`config.mk`:
```
export PLATFORM = sky130hd
export DESIGN_NAME = gbt_burst_dp
export DESIGN_NICKNAME = d
export VERILOG_FILES = /design/src/logic/gbt_pkg.sv /design/src/logic/gbt_burst_dp.sv /design/src/logic/gbt_fifo.sv
export SDC_FILE = /design/constraint.sdc
export NUM_CORES = 2
export LEC_CHECK = 0
export BUFFER_PORTS_ARGS = -buffer_cell sky130_fd_sc_hd__buf_2
export CAP_MARGIN = 20
export CORE_ASPECT_RATIO = 1.4
export CORE_MARGIN = 1
export CORE_UTILIZATION = 45
export CTS_CLUSTER_DIAMETER = 80
export DETAILED_ROUTE_END_ITERATION = 8
export PLACE_DENSITY_LB_ADDON = 0.08
export SYNTH_ARGS = -nofsm -noshare
export SYNTH_HDL_FRONTEND = slang
export SYNTH_HIERARCHICAL = 1
export SYNTH_SLANG_ARGS = --single-unit
```
`constraint.sdc`:
```
create_clock -name CLK -period 3.78 [get_ports CLK]
set_input_delay 0.378 -clock CLK [delete_from_list [all_inputs] [get_ports CLK]]
set_output_delay 0.378 -clock CLK [all_outputs]
set_load 0.02 [all_outputs]
```
`src/logic/gbt_pkg.sv`:
```
// Shared constants, types and helpers of the graphics DRAM burst data path.
// Assumes one system clock that oversamples the memory clock and strobes.
package gbt_pkg;

  localparam int GBT_DQ_W         = 32;
  localparam int GBT_BANK_W       = 3;
  localparam int GBT_COL_W        = 8;
  localparam int GBT_ADDR_W       = 9;
  localparam int GBT_AUTO_PRE_BIT = 8;
  localparam int GBT_BURST_LEN    = 4;
  localparam int GBT_IDX_W        = 2;
  localparam int GBT_LAT_W        = 4;
  localparam int GBT_LAT_DEPTH    = 16;
  localparam int GBT_FIFO_DEPTH   = 32;
  localparam int GBT_CMD_W        = 4;
  localparam logic [GBT_IDX_W-1:0] GBT_LAST_IDX = 2'h3;
  localparam logic [GBT_LAT_W-1:0] GBT_RD_MIN_LAT = 4'h2;
  localparam logic [GBT_LAT_W-1:0] GBT_WR_MIN_LAT = 4'h2;

  typedef enum logic [2:0] {
    GBT_CMD_NOP,
    GBT_CMD_ACTIVATE,
    GBT_CMD_READ,
    GBT_CMD_WRITE,
    GBT_CMD_PRECHARGE,
    GBT_CMD_OTHER
  } gbt_cmd_t;

  typedef enum logic [2:0] {
    GBT_RD_IDLE,
    GBT_RD_PRE_HI,
    GBT_RD_PRE_LO,
    GBT_RD_E0,
    GBT_RD_E1,
    GBT_RD_E2,
    GBT_RD_E3,
    GBT_RD_POST
  } gbt_rd_ph_t;

  typedef enum logic [1:0] {
    GBT_WR_IDLE,
    GBT_WR_WAIT_FALL,
    GBT_WR_CAP
  } gbt_wr_st_t;

  typedef struct packed {
    logic                  vld;
    logic                  ap;
    logic [GBT_BANK_W-1:0] bank;
    logic [GBT_COL_W-1:0]  col;
  } gbt_burst_t;

  // Pins ordered {cs_n, ras_n, cas_n, we_n}
  function automatic gbt_cmd_t gbt_decode(input logic [GBT_CMD_W-1:0] c);
    gbt_cmd_t r;
    r = GBT_CMD_OTHER;
    if (c[3]) begin
      r = GBT_CMD_NOP;
    end else if (c == 4'h7) begin
      r = GBT_CMD_NOP;
    end else if (c == 4'h3) begin
      r = GBT_CMD_ACTIVATE;
    end else if (c == 4'h5) begin
      r = GBT_CMD_READ;
    end else if (c == 4'h4) begin
      r = GBT_CMD_WRITE;
    end else if (c == 4'h2) begin
      r = GBT_CMD_PRECHARGE;
    end
    return r;
  endfunction : gbt_decode

  // Column of element idx within a burst of four
  function automatic logic [GBT_COL_W-1:0] gbt_burst_col(input logic [GBT_COL_W-1:0] col,
                                                         input logic [GBT_IDX_W-1:0] idx,
                                                         input logic                 ilv);
    logic [GBT_IDX_W-1:0] lo;
    lo = ilv ? (col[GBT_IDX_W-1:0] ^ idx) : GBT_IDX_W'(col[GBT_IDX_W-1:0] + idx);
    return {col[GBT_COL_W-1:GBT_IDX_W], lo};
  endfunction : gbt_burst_col

endpackage : gbt_pkg

```
`src/logic/gbt_burst_dp.sv`:
```
// Read and write burst data path of an eight-bank graphics DRAM.
// Assumes CLK oversamples CK and the write strobe by a wide margin;
// latencies and burst order come from mode-register logic on CLK.
`timescale 1ns/1ps
module gbt_burst_dp
  import gbt_pkg::*;
#(
  parameter int LAT_DEPTH  = GBT_LAT_DEPTH,
  parameter int FIFO_DEPTH = GBT_FIFO_DEPTH
) (
  input  wire logic                  CLK,
  input  wire logic                  RESET,
  input  wire logic                  CK,
  input  wire logic                  CS_N,
  input  wire logic                  RAS_N,
  input  wire logic                  CAS_N,
  input  wire logic                  WE_N,
  input  wire logic [GBT_BANK_W-1:0] BA,
  input  wire logic [GBT_ADDR_W-1:0] ADDR,
  input  wire logic [GBT_DQ_W-1:0]   DQ_IN,
  output logic      [GBT_DQ_W-1:0]   DQ_OUT,
  output logic                       DQ_OE,
  input  wire logic                  WRITE_DATA_STROBE,
  output logic                       READ_DATA_STROBE,
  output logic                       READ_DATA_STROBE_OE,
  input  wire logic [GBT_LAT_W-1:0]  CAS_LATENCY,
  input  wire logic [GBT_LAT_W-1:0]  WRITE_LATENCY,
  input  wire logic                  BURST_INTERLEAVE,
  output logic                       ARR_RD_EN,
  output logic      [GBT_BANK_W-1:0] ARR_RD_BANK,
  output logic      [GBT_COL_W-1:0]  ARR_RD_COL,
  input  wire logic [GBT_DQ_W-1:0]   ARR_RD_DATA,
  output logic                       WR_VALID,
  input  wire logic                  WR_READY,
  output logic      [GBT_BANK_W-1:0] WR_BANK,
  output logic      [GBT_COL_W-1:0]  WR_COL,
  output logic      [GBT_DQ_W-1:0]   WR_DATA,
  output logic                       RD_AUTO_PRE,
  output logic      [GBT_BANK_W-1:0] RD_PRE_BANK,
  output logic                       WR_AUTO_PRE,
  output logic      [GBT_BANK_W-1:0] WR_PRE_BANK,
  output logic                       WR_DROP,
  output logic                       WR_REFUSED
);

  localparam int FW = GBT_BANK_W + GBT_COL_W + GBT_DQ_W;

  typedef struct packed {
    logic                                  ck_m;
    logic                                  ck_s;
    logic                                  ck_p;
    logic [GBT_CMD_W-1:0]                  cmd_m;
    logic [GBT_CMD_W-1:0]                  cmd_s;
    logic [GBT_BANK_W-1:0]                 ba_m;
    logic [GBT_BANK_W-1:0]                 ba_s;
    logic [GBT_ADDR_W-1:0]                 ad_m;
    logic [GBT_ADDR_W-1:0]                 ad_s;
    logic                                  wq_m;
    logic                                  wq_s;
    logic                                  wq_p;
    logic [GBT_DQ_W-1:0]                   dq_m;
    logic [GBT_DQ_W-1:0]                   dq_s;
    gbt_burst_t [LAT_DEPTH-1:0]            rline;
    gbt_burst_t [LAT_DEPTH-1:0]            wline;
    gbt_rd_ph_t                            rd_ph;
    gbt_burst_t                            rd_cur;
    gbt_burst_t                            rd_nxt;
    gbt_wr_st_t                            wr_st;
    logic [GBT_IDX_W-1:0]                  wr_cnt;
    gbt_burst_t                            wr_cur;
    gbt_burst_t                            wr_nxt;
    logic [GBT_DQ_W-1:0]                   dq_out;
    logic                                  dq_oe;
    logic                                  read_data_strobe;
    logic                                  read_data_strobe_oe;
    logic                                  rd_ap;
    logic [GBT_BANK_W-1:0]                 rd_ap_bank;
    logic                                  wr_ap;
    logic [GBT_BANK_W-1:0]                 wr_ap_bank;
    logic                                  wr_drop;
    logic                                  wr_refused;
  } gbt_st_t;

  gbt_st_t s_r;
  gbt_st_t s_nxt;

  logic          push;
  logic [FW-1:0] push_data;
  logic          fifo_in_ready;
  logic [FW-1:0] fifo_out_data;

  gbt_fifo #(
    .W     (FW),
    .DEPTH (FIFO_DEPTH)
  ) u_wr_fifo (
    .clk       (CLK),
    .rst       (RESET),
    .in_valid  (push),
    .in_ready  (fifo_in_ready),
    .in_data   (push_data),
    .out_valid (WR_VALID),
    .out_ready (WR_READY),
    .out_data  (fifo_out_data)
  );

  assign WR_BANK = fifo_out_data[FW-1 -: GBT_BANK_W];
  assign WR_COL  = fifo_out_data[GBT_DQ_W +: GBT_COL_W];
  assign WR_DATA = fifo_out_data[GBT_DQ_W-1:0];

  always_comb begin
    gbt_cmd_t             cmd;
    gbt_burst_t           ent;
    gbt_burst_t           rhead;
    gbt_burst_t           warm;
    logic                 ck_rise;
    logic                 ck_fall;
    logic                 wq_edge;
    logic [GBT_LAT_W-1:0] rd_idx;
    logic [GBT_LAT_W-1:0] wr_idx;
    logic [GBT_IDX_W-1:0] el;
    s_nxt       = s_r;
    el          = '0;
    push        = 1'b0;
    push_data   = '0;
    ARR_RD_EN   = 1'b0;
    ARR_RD_BANK = '0;
    ARR_RD_COL  = '0;
    // Pin synchronisers, two stages each
    s_nxt.ck_m  = CK;
    s_nxt.ck_s  = s_r.ck_m;
    s_nxt.ck_p  = s_r.ck_s;
    s_nxt.cmd_m = {CS_N, RAS_N, CAS_N, WE_N};
    s_nxt.cmd_s = s_r.cmd_m;
    s_nxt.ba_m  = BA;
    s_nxt.ba_s  = s_r.ba_m;
    s_nxt.ad_m  = ADDR;
    s_nxt.ad_s  = s_r.ad_m;
    s_nxt.wq_m  = WRITE_DATA_STROBE;
    s_nxt.wq_s  = s_r.wq_m;
    s_nxt.wq_p  = s_r.wq_s;
    s_nxt.dq_m  = DQ_IN;
    s_nxt.dq_s  = s_r.dq_m;
    s_nxt.rd_ap      = 1'b0;
    s_nxt.wr_ap      = 1'b0;
    s_nxt.wr_drop    = 1'b0;
    s_nxt.wr_refused = 1'b0;
    ck_rise = s_r.ck_s && !s_r.ck_p;
    ck_fall = !s_r.ck_s && s_r.ck_p;
    wq_edge = s_r.wq_s != s_r.wq_p;
    cmd     = gbt_decode(s_r.cmd_s);
    ent.vld  = 1'b1;
    ent.ap   = s_r.ad_s[GBT_AUTO_PRE_BIT];
    ent.bank = s_r.ba_s;
    ent.col  = s_r.ad_s[GBT_COL_W-1:0];
    rhead    = s_r.rline[0];
    warm     = s_r.wline[0];
    // Preamble starts one clock before the latency expires
    rd_idx = (CAS_LATENCY > GBT_RD_MIN_LAT) ? CAS_LATENCY - GBT_RD_MIN_LAT : '0;
    wr_idx = WRITE_LATENCY - GBT_WR_MIN_LAT;

    // Write strobe capture runs on strobe edges only
    if (wq_edge) begin
      case (s_r.wr_st)
        GBT_WR_WAIT_FALL: begin
          if (!s_r.wq_s) begin
            s_nxt.wr_st  = GBT_WR_CAP;
            s_nxt.wr_cnt = '0;
          end
        end
        GBT_WR_CAP: begin
          // Even elements on rising, odd on falling edges
          if (s_r.wq_s != s_r.wr_cnt[0]) begin
            push      = 1'b1;
            push_data = {s_r.wr_cur.bank,
                         gbt_burst_col(s_r.wr_cur.col, s_r.wr_cnt, BURST_INTERLEAVE),
                         s_r.dq_s};
            s_nxt.wr_drop = !fifo_in_ready;
            s_nxt.wr_cnt  = s_r.wr_cnt + 1'b1;
            if (s_r.wr_cnt == GBT_LAST_IDX) begin
              s_nxt.wr_ap      = s_r.wr_cur.ap;
              s_nxt.wr_ap_bank = s_r.wr_cur.bank;
              if (s_r.wr_nxt.vld) begin
                // Seamless strobe, next rise is data
                s_nxt.wr_cur = s_r.wr_nxt;
                s_nxt.wr_nxt = '0;
                s_nxt.wr_cnt = '0;
              end else begin
                s_nxt.wr_st  = GBT_WR_IDLE;
                s_nxt.wr_cur = '0;
              end
            end
          end
        end
        default: begin
          s_nxt.wr_st = GBT_WR_IDLE;
        end
      endcase
    end

    if (ck_rise) begin
      for (int i = 0; i < LAT_DEPTH - 1; i++) begin
        s_nxt.rline[i] = s_r.rline[i+1];
        s_nxt.wline[i] = s_r.wline[i+1];
      end
      s_nxt.rline[LAT_DEPTH-1] = '0;
      s_nxt.wline[LAT_DEPTH-1] = '0;
      if (cmd == GBT_CMD_READ) begin
        s_nxt.rline[rd_idx] = ent;
      end else if (cmd == GBT_CMD_WRITE) begin
        if (!fifo_in_ready) begin
          s_nxt.wr_refused = 1'b1;
        end else if (WRITE_LATENCY < GBT_WR_MIN_LAT) begin
          warm = ent;
        end else begin
          s_nxt.wline[wr_idx] = ent;
        end
      end
      // Precharge leaves bursts in flight untouched

      if (warm.vld) begin
        if (s_nxt.wr_st == GBT_WR_IDLE) begin
          s_nxt.wr_st  = GBT_WR_WAIT_FALL;
          s_nxt.wr_cur = warm;
        end else begin
          s_nxt.wr_nxt = warm;
        end
      end

      case (s_r.rd_ph)
        GBT_RD_IDLE: begin
          if (rhead.vld) begin
            s_nxt.rd_ph  = GBT_RD_PRE_HI;
            s_nxt.rd_cur = rhead;
          end
        end
        GBT_RD_PRE_LO: begin
          s_nxt.rd_ph = GBT_RD_E0;
        end
        GBT_RD_E1: begin
          s_nxt.rd_ph = GBT_RD_E2;
          if (rhead.vld) begin
            s_nxt.rd_nxt = rhead;
          end
        end
        GBT_RD_E3: begin
          s_nxt.rd_ap      = s_r.rd_cur.ap;
          s_nxt.rd_ap_bank = s_r.rd_cur.bank;
          if (s_r.rd_nxt.vld) begin
            s_nxt.rd_ph  = GBT_RD_E0;
            s_nxt.rd_cur = s_r.rd_nxt;
            s_nxt.rd_nxt = '0;
          end else if (rhead.vld) begin
            s_nxt.rd_ph  = GBT_RD_PRE_HI;
            s_nxt.rd_cur = rhead;
          end else begin
            s_nxt.rd_ph = GBT_RD_POST;
          end
        end
        default: begin
          s_nxt.rd_ph = s_r.rd_ph;
        end
      endcase
    end else if (ck_fall) begin
      case (s_r.rd_ph)
        GBT_RD_PRE_HI: s_nxt.rd_ph = GBT_RD_PRE_LO;
        GBT_RD_E0:     s_nxt.rd_ph = GBT_RD_E1;
        GBT_RD_E2:     s_nxt.rd_ph = GBT_RD_E3;
        GBT_RD_POST:   s_nxt.rd_ph = GBT_RD_IDLE;
        default:       s_nxt.rd_ph = s_r.rd_ph;
      endcase
    end

    // Fetch an element as its half cycle begins
    if ((s_nxt.rd_ph != s_r.rd_ph) && (s_nxt.rd_ph >= GBT_RD_E0) && (s_nxt.rd_ph <= GBT_RD_E3)) begin
      el           = GBT_IDX_W'(s_nxt.rd_ph - GBT_RD_E0);
      ARR_RD_EN    = 1'b1;
      ARR_RD_BANK  = s_nxt.rd_cur.bank;
      ARR_RD_COL   = gbt_burst_col(s_nxt.rd_cur.col, el, BURST_INTERLEAVE);
      s_nxt.dq_out = ARR_RD_DATA;
    end

    s_nxt.read_data_strobe_oe = s_nxt.rd_ph != GBT_RD_IDLE;
    s_nxt.read_data_strobe    = (s_nxt.rd_ph == GBT_RD_PRE_HI) || (s_nxt.rd_ph == GBT_RD_E0) ||
                    (s_nxt.rd_ph == GBT_RD_E2) || (s_nxt.rd_ph == GBT_RD_POST);
    s_nxt.dq_oe   = (s_nxt.rd_ph >= GBT_RD_E0) && (s_nxt.rd_ph <= GBT_RD_E3);
  end

  always_ff @(posedge CLK) begin
    if (RESET) begin
      s_r <= '0;
    end else begin
      s_r <= s_nxt;
    end
  end

  assign DQ_OUT              = s_r.dq_out;
  assign DQ_OE               = s_r.dq_oe;
  assign READ_DATA_STROBE    = s_r.read_data_strobe;
  assign READ_DATA_STROBE_OE = s_r.read_data_strobe_oe;
  assign RD_AUTO_PRE         = s_r.rd_ap;
  assign RD_PRE_BANK         = s_r.rd_ap_bank;
  assign WR_AUTO_PRE         = s_r.wr_ap;
  assign WR_PRE_BANK         = s_r.wr_ap_bank;
  assign WR_DROP             = s_r.wr_drop;
  assign WR_REFUSED          = s_r.wr_refused;

endmodule : gbt_burst_dp

```
`src/logic/gbt_fifo.sv`:
```
// Word FIFO with valid/ready on both sides, storage in flip-flops.
// Assumes DEPTH is a power of two; synchronous active-high reset.
`timescale 1ns/1ps
module gbt_fifo
  import gbt_pkg::*;
#(
  parameter int W     = 43,
  parameter int DEPTH = 32
) (
  input  wire logic         clk,
  input  wire logic         rst,
  input  wire logic         in_valid,
  output logic              in_ready,
  input  wire logic [W-1:0] in_data,
  output logic              out_valid,
  input  wire logic         out_ready,
  output logic [W-1:0]      out_data
);

  localparam int AW = $clog2(DEPTH);

  typedef struct packed {
    logic [DEPTH-1:0][W-1:0] mem;
    logic [AW:0]             wp;
    logic [AW:0]             rp;
  } gbt_fifo_st_t;

  gbt_fifo_st_t s_r;
  gbt_fifo_st_t s_nxt;

  // Full when pointers meet with opposite wrap bits
  assign in_ready  = !((s_r.wp[AW-1:0] == s_r.rp[AW-1:0]) && (s_r.wp[AW] != s_r.rp[AW]));
  assign out_valid = (s_r.wp != s_r.rp);
  assign out_data  = s_r.mem[s_r.rp[AW-1:0]];

  always_comb begin
    s_nxt = s_r;
    if (in_valid && in_ready) begin
      s_nxt.mem[s_r.wp[AW-1:0]] = in_data;
      s_nxt.wp = s_r.wp + 1'b1;
    end
    if (out_valid && out_ready) begin
      s_nxt.rp = s_r.rp + 1'b1;
    end
  end

  always_ff @(posedge clk) begin
    if (rst) begin
      s_r <= '0;
    end else begin
      s_r <= s_nxt;
    end
  end

endmodule : gbt_fifo

```
==> out/metrics.csv <==
metric,value,unit
nets,10000,
clock-sinks,2008,
synth_area,86500,sq um
min_period,3.70,ns
final_layout_size_suffix_gt1_frac,0.124,
avgSynthCellArea,8.53,sq um
max_freq,270,MHz
cts_max_path_buffers,4,
seqCellArea,40200,sq um
vias,72500,
die_area,194000,sq um
fin_crit_sh,0.979,
yosysSeqAreaShare,0.465,
port_buffers,194,
use_met2,0.517,
dieHeight,521,um
grt_start_max_net_pins,164,
power_density,445,nW/um^2
crit_required,3.40,ns
ys_warn_count,6,
design.core.area,191000,sq um
io_pins,195,
worstPathArrival,3.32,ns
synth_top_area_share,0.465,
use_met1,0.370,
cts_buffers,205,
synthTopCellsByArea,"dfxtp_1 (46%), nand2_1 (14%), a21oi_1 (8.3%), mux4_2 (6.7%), mux2i_1 (5.1%)",
hpwl,165000,um
drt-pass1-iter-count,8,
fin_cells,12600,
relSlewSlack,0.266,
critPathLaunchType,flop,
min_from,CAS_LATENCY[0],
antenna_found_initial,12,
via_per_inst,5.78,
ys_ff_latch,2008,
clock-root-buffer,clkbuf_16,
async_flop_share,0,
n_fill_cell,18000,
finalSetupViolCount,0,
wl,302000,um
clk_latency,0.86,ns
overflow,0,
reg2reg_from,u_wr_fifo/s_r[10]$_SDFFE_PP0P_,
hold_path_class,input port to flop,
pre_cts_slack,0.600,ns
synth_most_common_cell,nand2_1,
drv_slew,0,
utilization,0.509,
finalHoldViolations,0,
rows,190,
min_path_cells,4,
postRouteAntennaNets,0,
drt_iter0_drc,7123,
wire_per_inst,24.1,um
htree_levels,4,
cap_violations,0,
synth_top_area_cell,dfxtp_1,
grt_pass1_wl,444000,um
syn_inst,10100,
syn_nets,10200,
crit_type,flop to output port,
busiest_layer,met2,
place.gp.congestion,0.818,
reg2reg_slack,0.55,ns
status,finished clean,
cts_tree,yes,
layout_setup_ws,0.0778,ns
cp-end-kind,output port,
synth_flop_cell,dfxtp_1,
skew,0.0476,ns
use_met3,0.0416,
grt_pass1_vias,69500,
fp.dieW,372,um
dpl.cell_count,12100,
start_util,0.452,
leakage,31.6,nW
area_growth,12.4,%
hold_end,s_r[415]$_SDFFE_PP0P_,
worstPathMaxFanout,29,
path_clk_slew,0.07,ns
reg2reg_to,s_r[249]$_SDFFE_PP0P_,
rsz0062_at_grt,no,
peakVddDrop,0.000388,V
grt_usage,0.301,
r2r_cells,8,
drc,0,
synth_top_cells_by_count,"nand2_1 (3115), dfxtp_1 (2008), a21oi_1 (1442)",
synth_edf_count,0,
synth.distinct_cells,80,
tightest_slew,1.10,ns
multi_input_area,41400,sq um
-- critical path, stage by stage, from the launching register on --
cell and delay (ns):
dfxtp_4 0.39, buf_8 0.20, buf_16 0.27, buf_8 0.26, mux4_2 0.52, a22oi_1 0.34, a21oi_1 0.22, buf_2 0.20
-- timing repair --
item | CTS | global route
hold buffers | 93 | 0
hold endpoints to repair | 108 | 0
buffers inserted | 6 | 6
pin swaps | 1 | 1
setup endpoints to repair | 40 | 30
gates resized for setup | 32 | 19
gates cloned | 5 | 4
-- area by class of cell --
type                       instances  share of cell area
multi-input combinational       7074               0.426
sequential                      2008               0.414
clock buffer                     295              0.0616
timing repair buffer             592              0.0590
tap                             2496              0.0321
clock inverter                    58             0.00654
inverter                          19            0.000734
antenna                            8            0.000206
-- placed cells by master (no fill, tap or decap), types with 14 or more instances in the layout --
master / netlist / layout
a21oi_1: 1442 / 1439
nand2b_1: 72 / 71
buf_4: 112 / 189
nand2_1: 3115 / 3115
dlygate4sd3_1: 0 / 93
nor2b_1: 122 / 120
clkbuf_1: 493 / 40
inv_1: 18 / 18
mux2_2: 28 / 28
o21ai_4: 19 / 27
a311oi_1: 182 / 182
a21boi_4: 18 / 26
a211oi_1: 207 / 204
clkbuf_8: 0 / 48
nand3_1: 24 / 21
nor2_1: 541 / 539
buf_12: 0 / 92
xnor2_1: 17 / 17
a22oi_1: 130 / 128
nor4_1: 14 / 14
or2_2: 15 / 15
o221ai_1: 43 / 43
buf_2: 271 / 193
mux4_2: 257 / 257
o22ai_1: 44 / 44
dfxtp_2: 0 / 14
nand4_1: 16 / 16
clkinv_2: 0 / 39
o21ai_0: 22 / 20
clkbuf_16: 0 / 210
mux2i_1: 444 / 444
nor3_1: 83 / 82
and2_1: 61 / 61
dfxtp_1: 2008 / 1990
ha_1: 16 / 16
-- cell families after synthesis --
| family | synth area share |
|---|---|
| buf+inv | 0.0605 |
| mux | 0.122 |
| xor+xnor | 0.00253 |
| fa+ha+maj | 0.00231 |
| compound gates | 0.155 |
| flops | 0.465 |
| simple gates | 0.193 |
-- worst max path at each step --
| stage | startpoint | slack (ns) | cells past startpoint | end |
|---|---|---|---|---|
| floorplan | u_wr_fifo/s_r[2]$_SDFFE_PP0P_ | 0.93 | 14 | s_r[247]$_SDFFE_PP0P_ |
| global placement | u_wr_fifo/s_r[2]$_SDFFE_PP0P_ | 0.69 | 7 | WR_DATA[13] |
| detailed placement | u_wr_fifo/s_r[10]$_SDFFE_PP0P_ | 0.60 | 8 | s_r[249]$_SDFFE_PP0P_ |
| CTS | u_wr_fifo/s_r[0]$_SDFFE_PP0P_ | -0.09 | 7 | WR_COL[7] |
| global route | u_wr_fifo/s_r[1]$_SDFFE_PP0P_ | 0.0002 | 6 | WR_COL[0] |
| finish | u_wr_fifo/s_r[0]$_SDFFE_PP0P_ | 0.08 | 7 | WR_DATA[12] |
-- routing by layer --
metal,vias to the layer above,part of all wire
li1,33900,-
met1,35300,0.39
met2,2654,0.49
met3,719,0.069
met4,6,0.047
met5,-,0.00015
-- metrics by stage --
stage	TNS, ns	instance area (sq um)	power, mW	hold WS [ns]
2_1_floorplan	0	86500	22.9	0.414
3_5_place_dp	0	89000	23.2	0.420
6_report	0	97200	43.2	0.199
5_1_grt	0	97200	44.6	0.217
4_1_cts	-0.170	96900	43.6	0.156
3_3_place_gp	0	89000	23.2	0.414
-- sequential cells by signal, indices dropped and copies added (netlist names) --
name                 count
DQ_OE                    1
DQ_OUT                  32
RD_AUTO_PRE              1
RD_PRE_BANK              3
READ_DATA_STROBE         1
READ_DATA_STROBE_OE      1
WR_AUTO_PRE              1
WR_DROP                  1
WR_PRE_BANK              3
WR_REFUSED               1
s_nxt                   52
s_r                    523
u_wr_fifo/s_r         1388
-- report_power, final --
part / switching (mW) / internal, mW / total (mW)
Combinational: 0.771 / 0.446 / 1.22
Sequential: 0.197 / 21.4 / 21.6
Clock: 8.69 / 11.7 / 20.4
(Power assumes the default switching activity.)
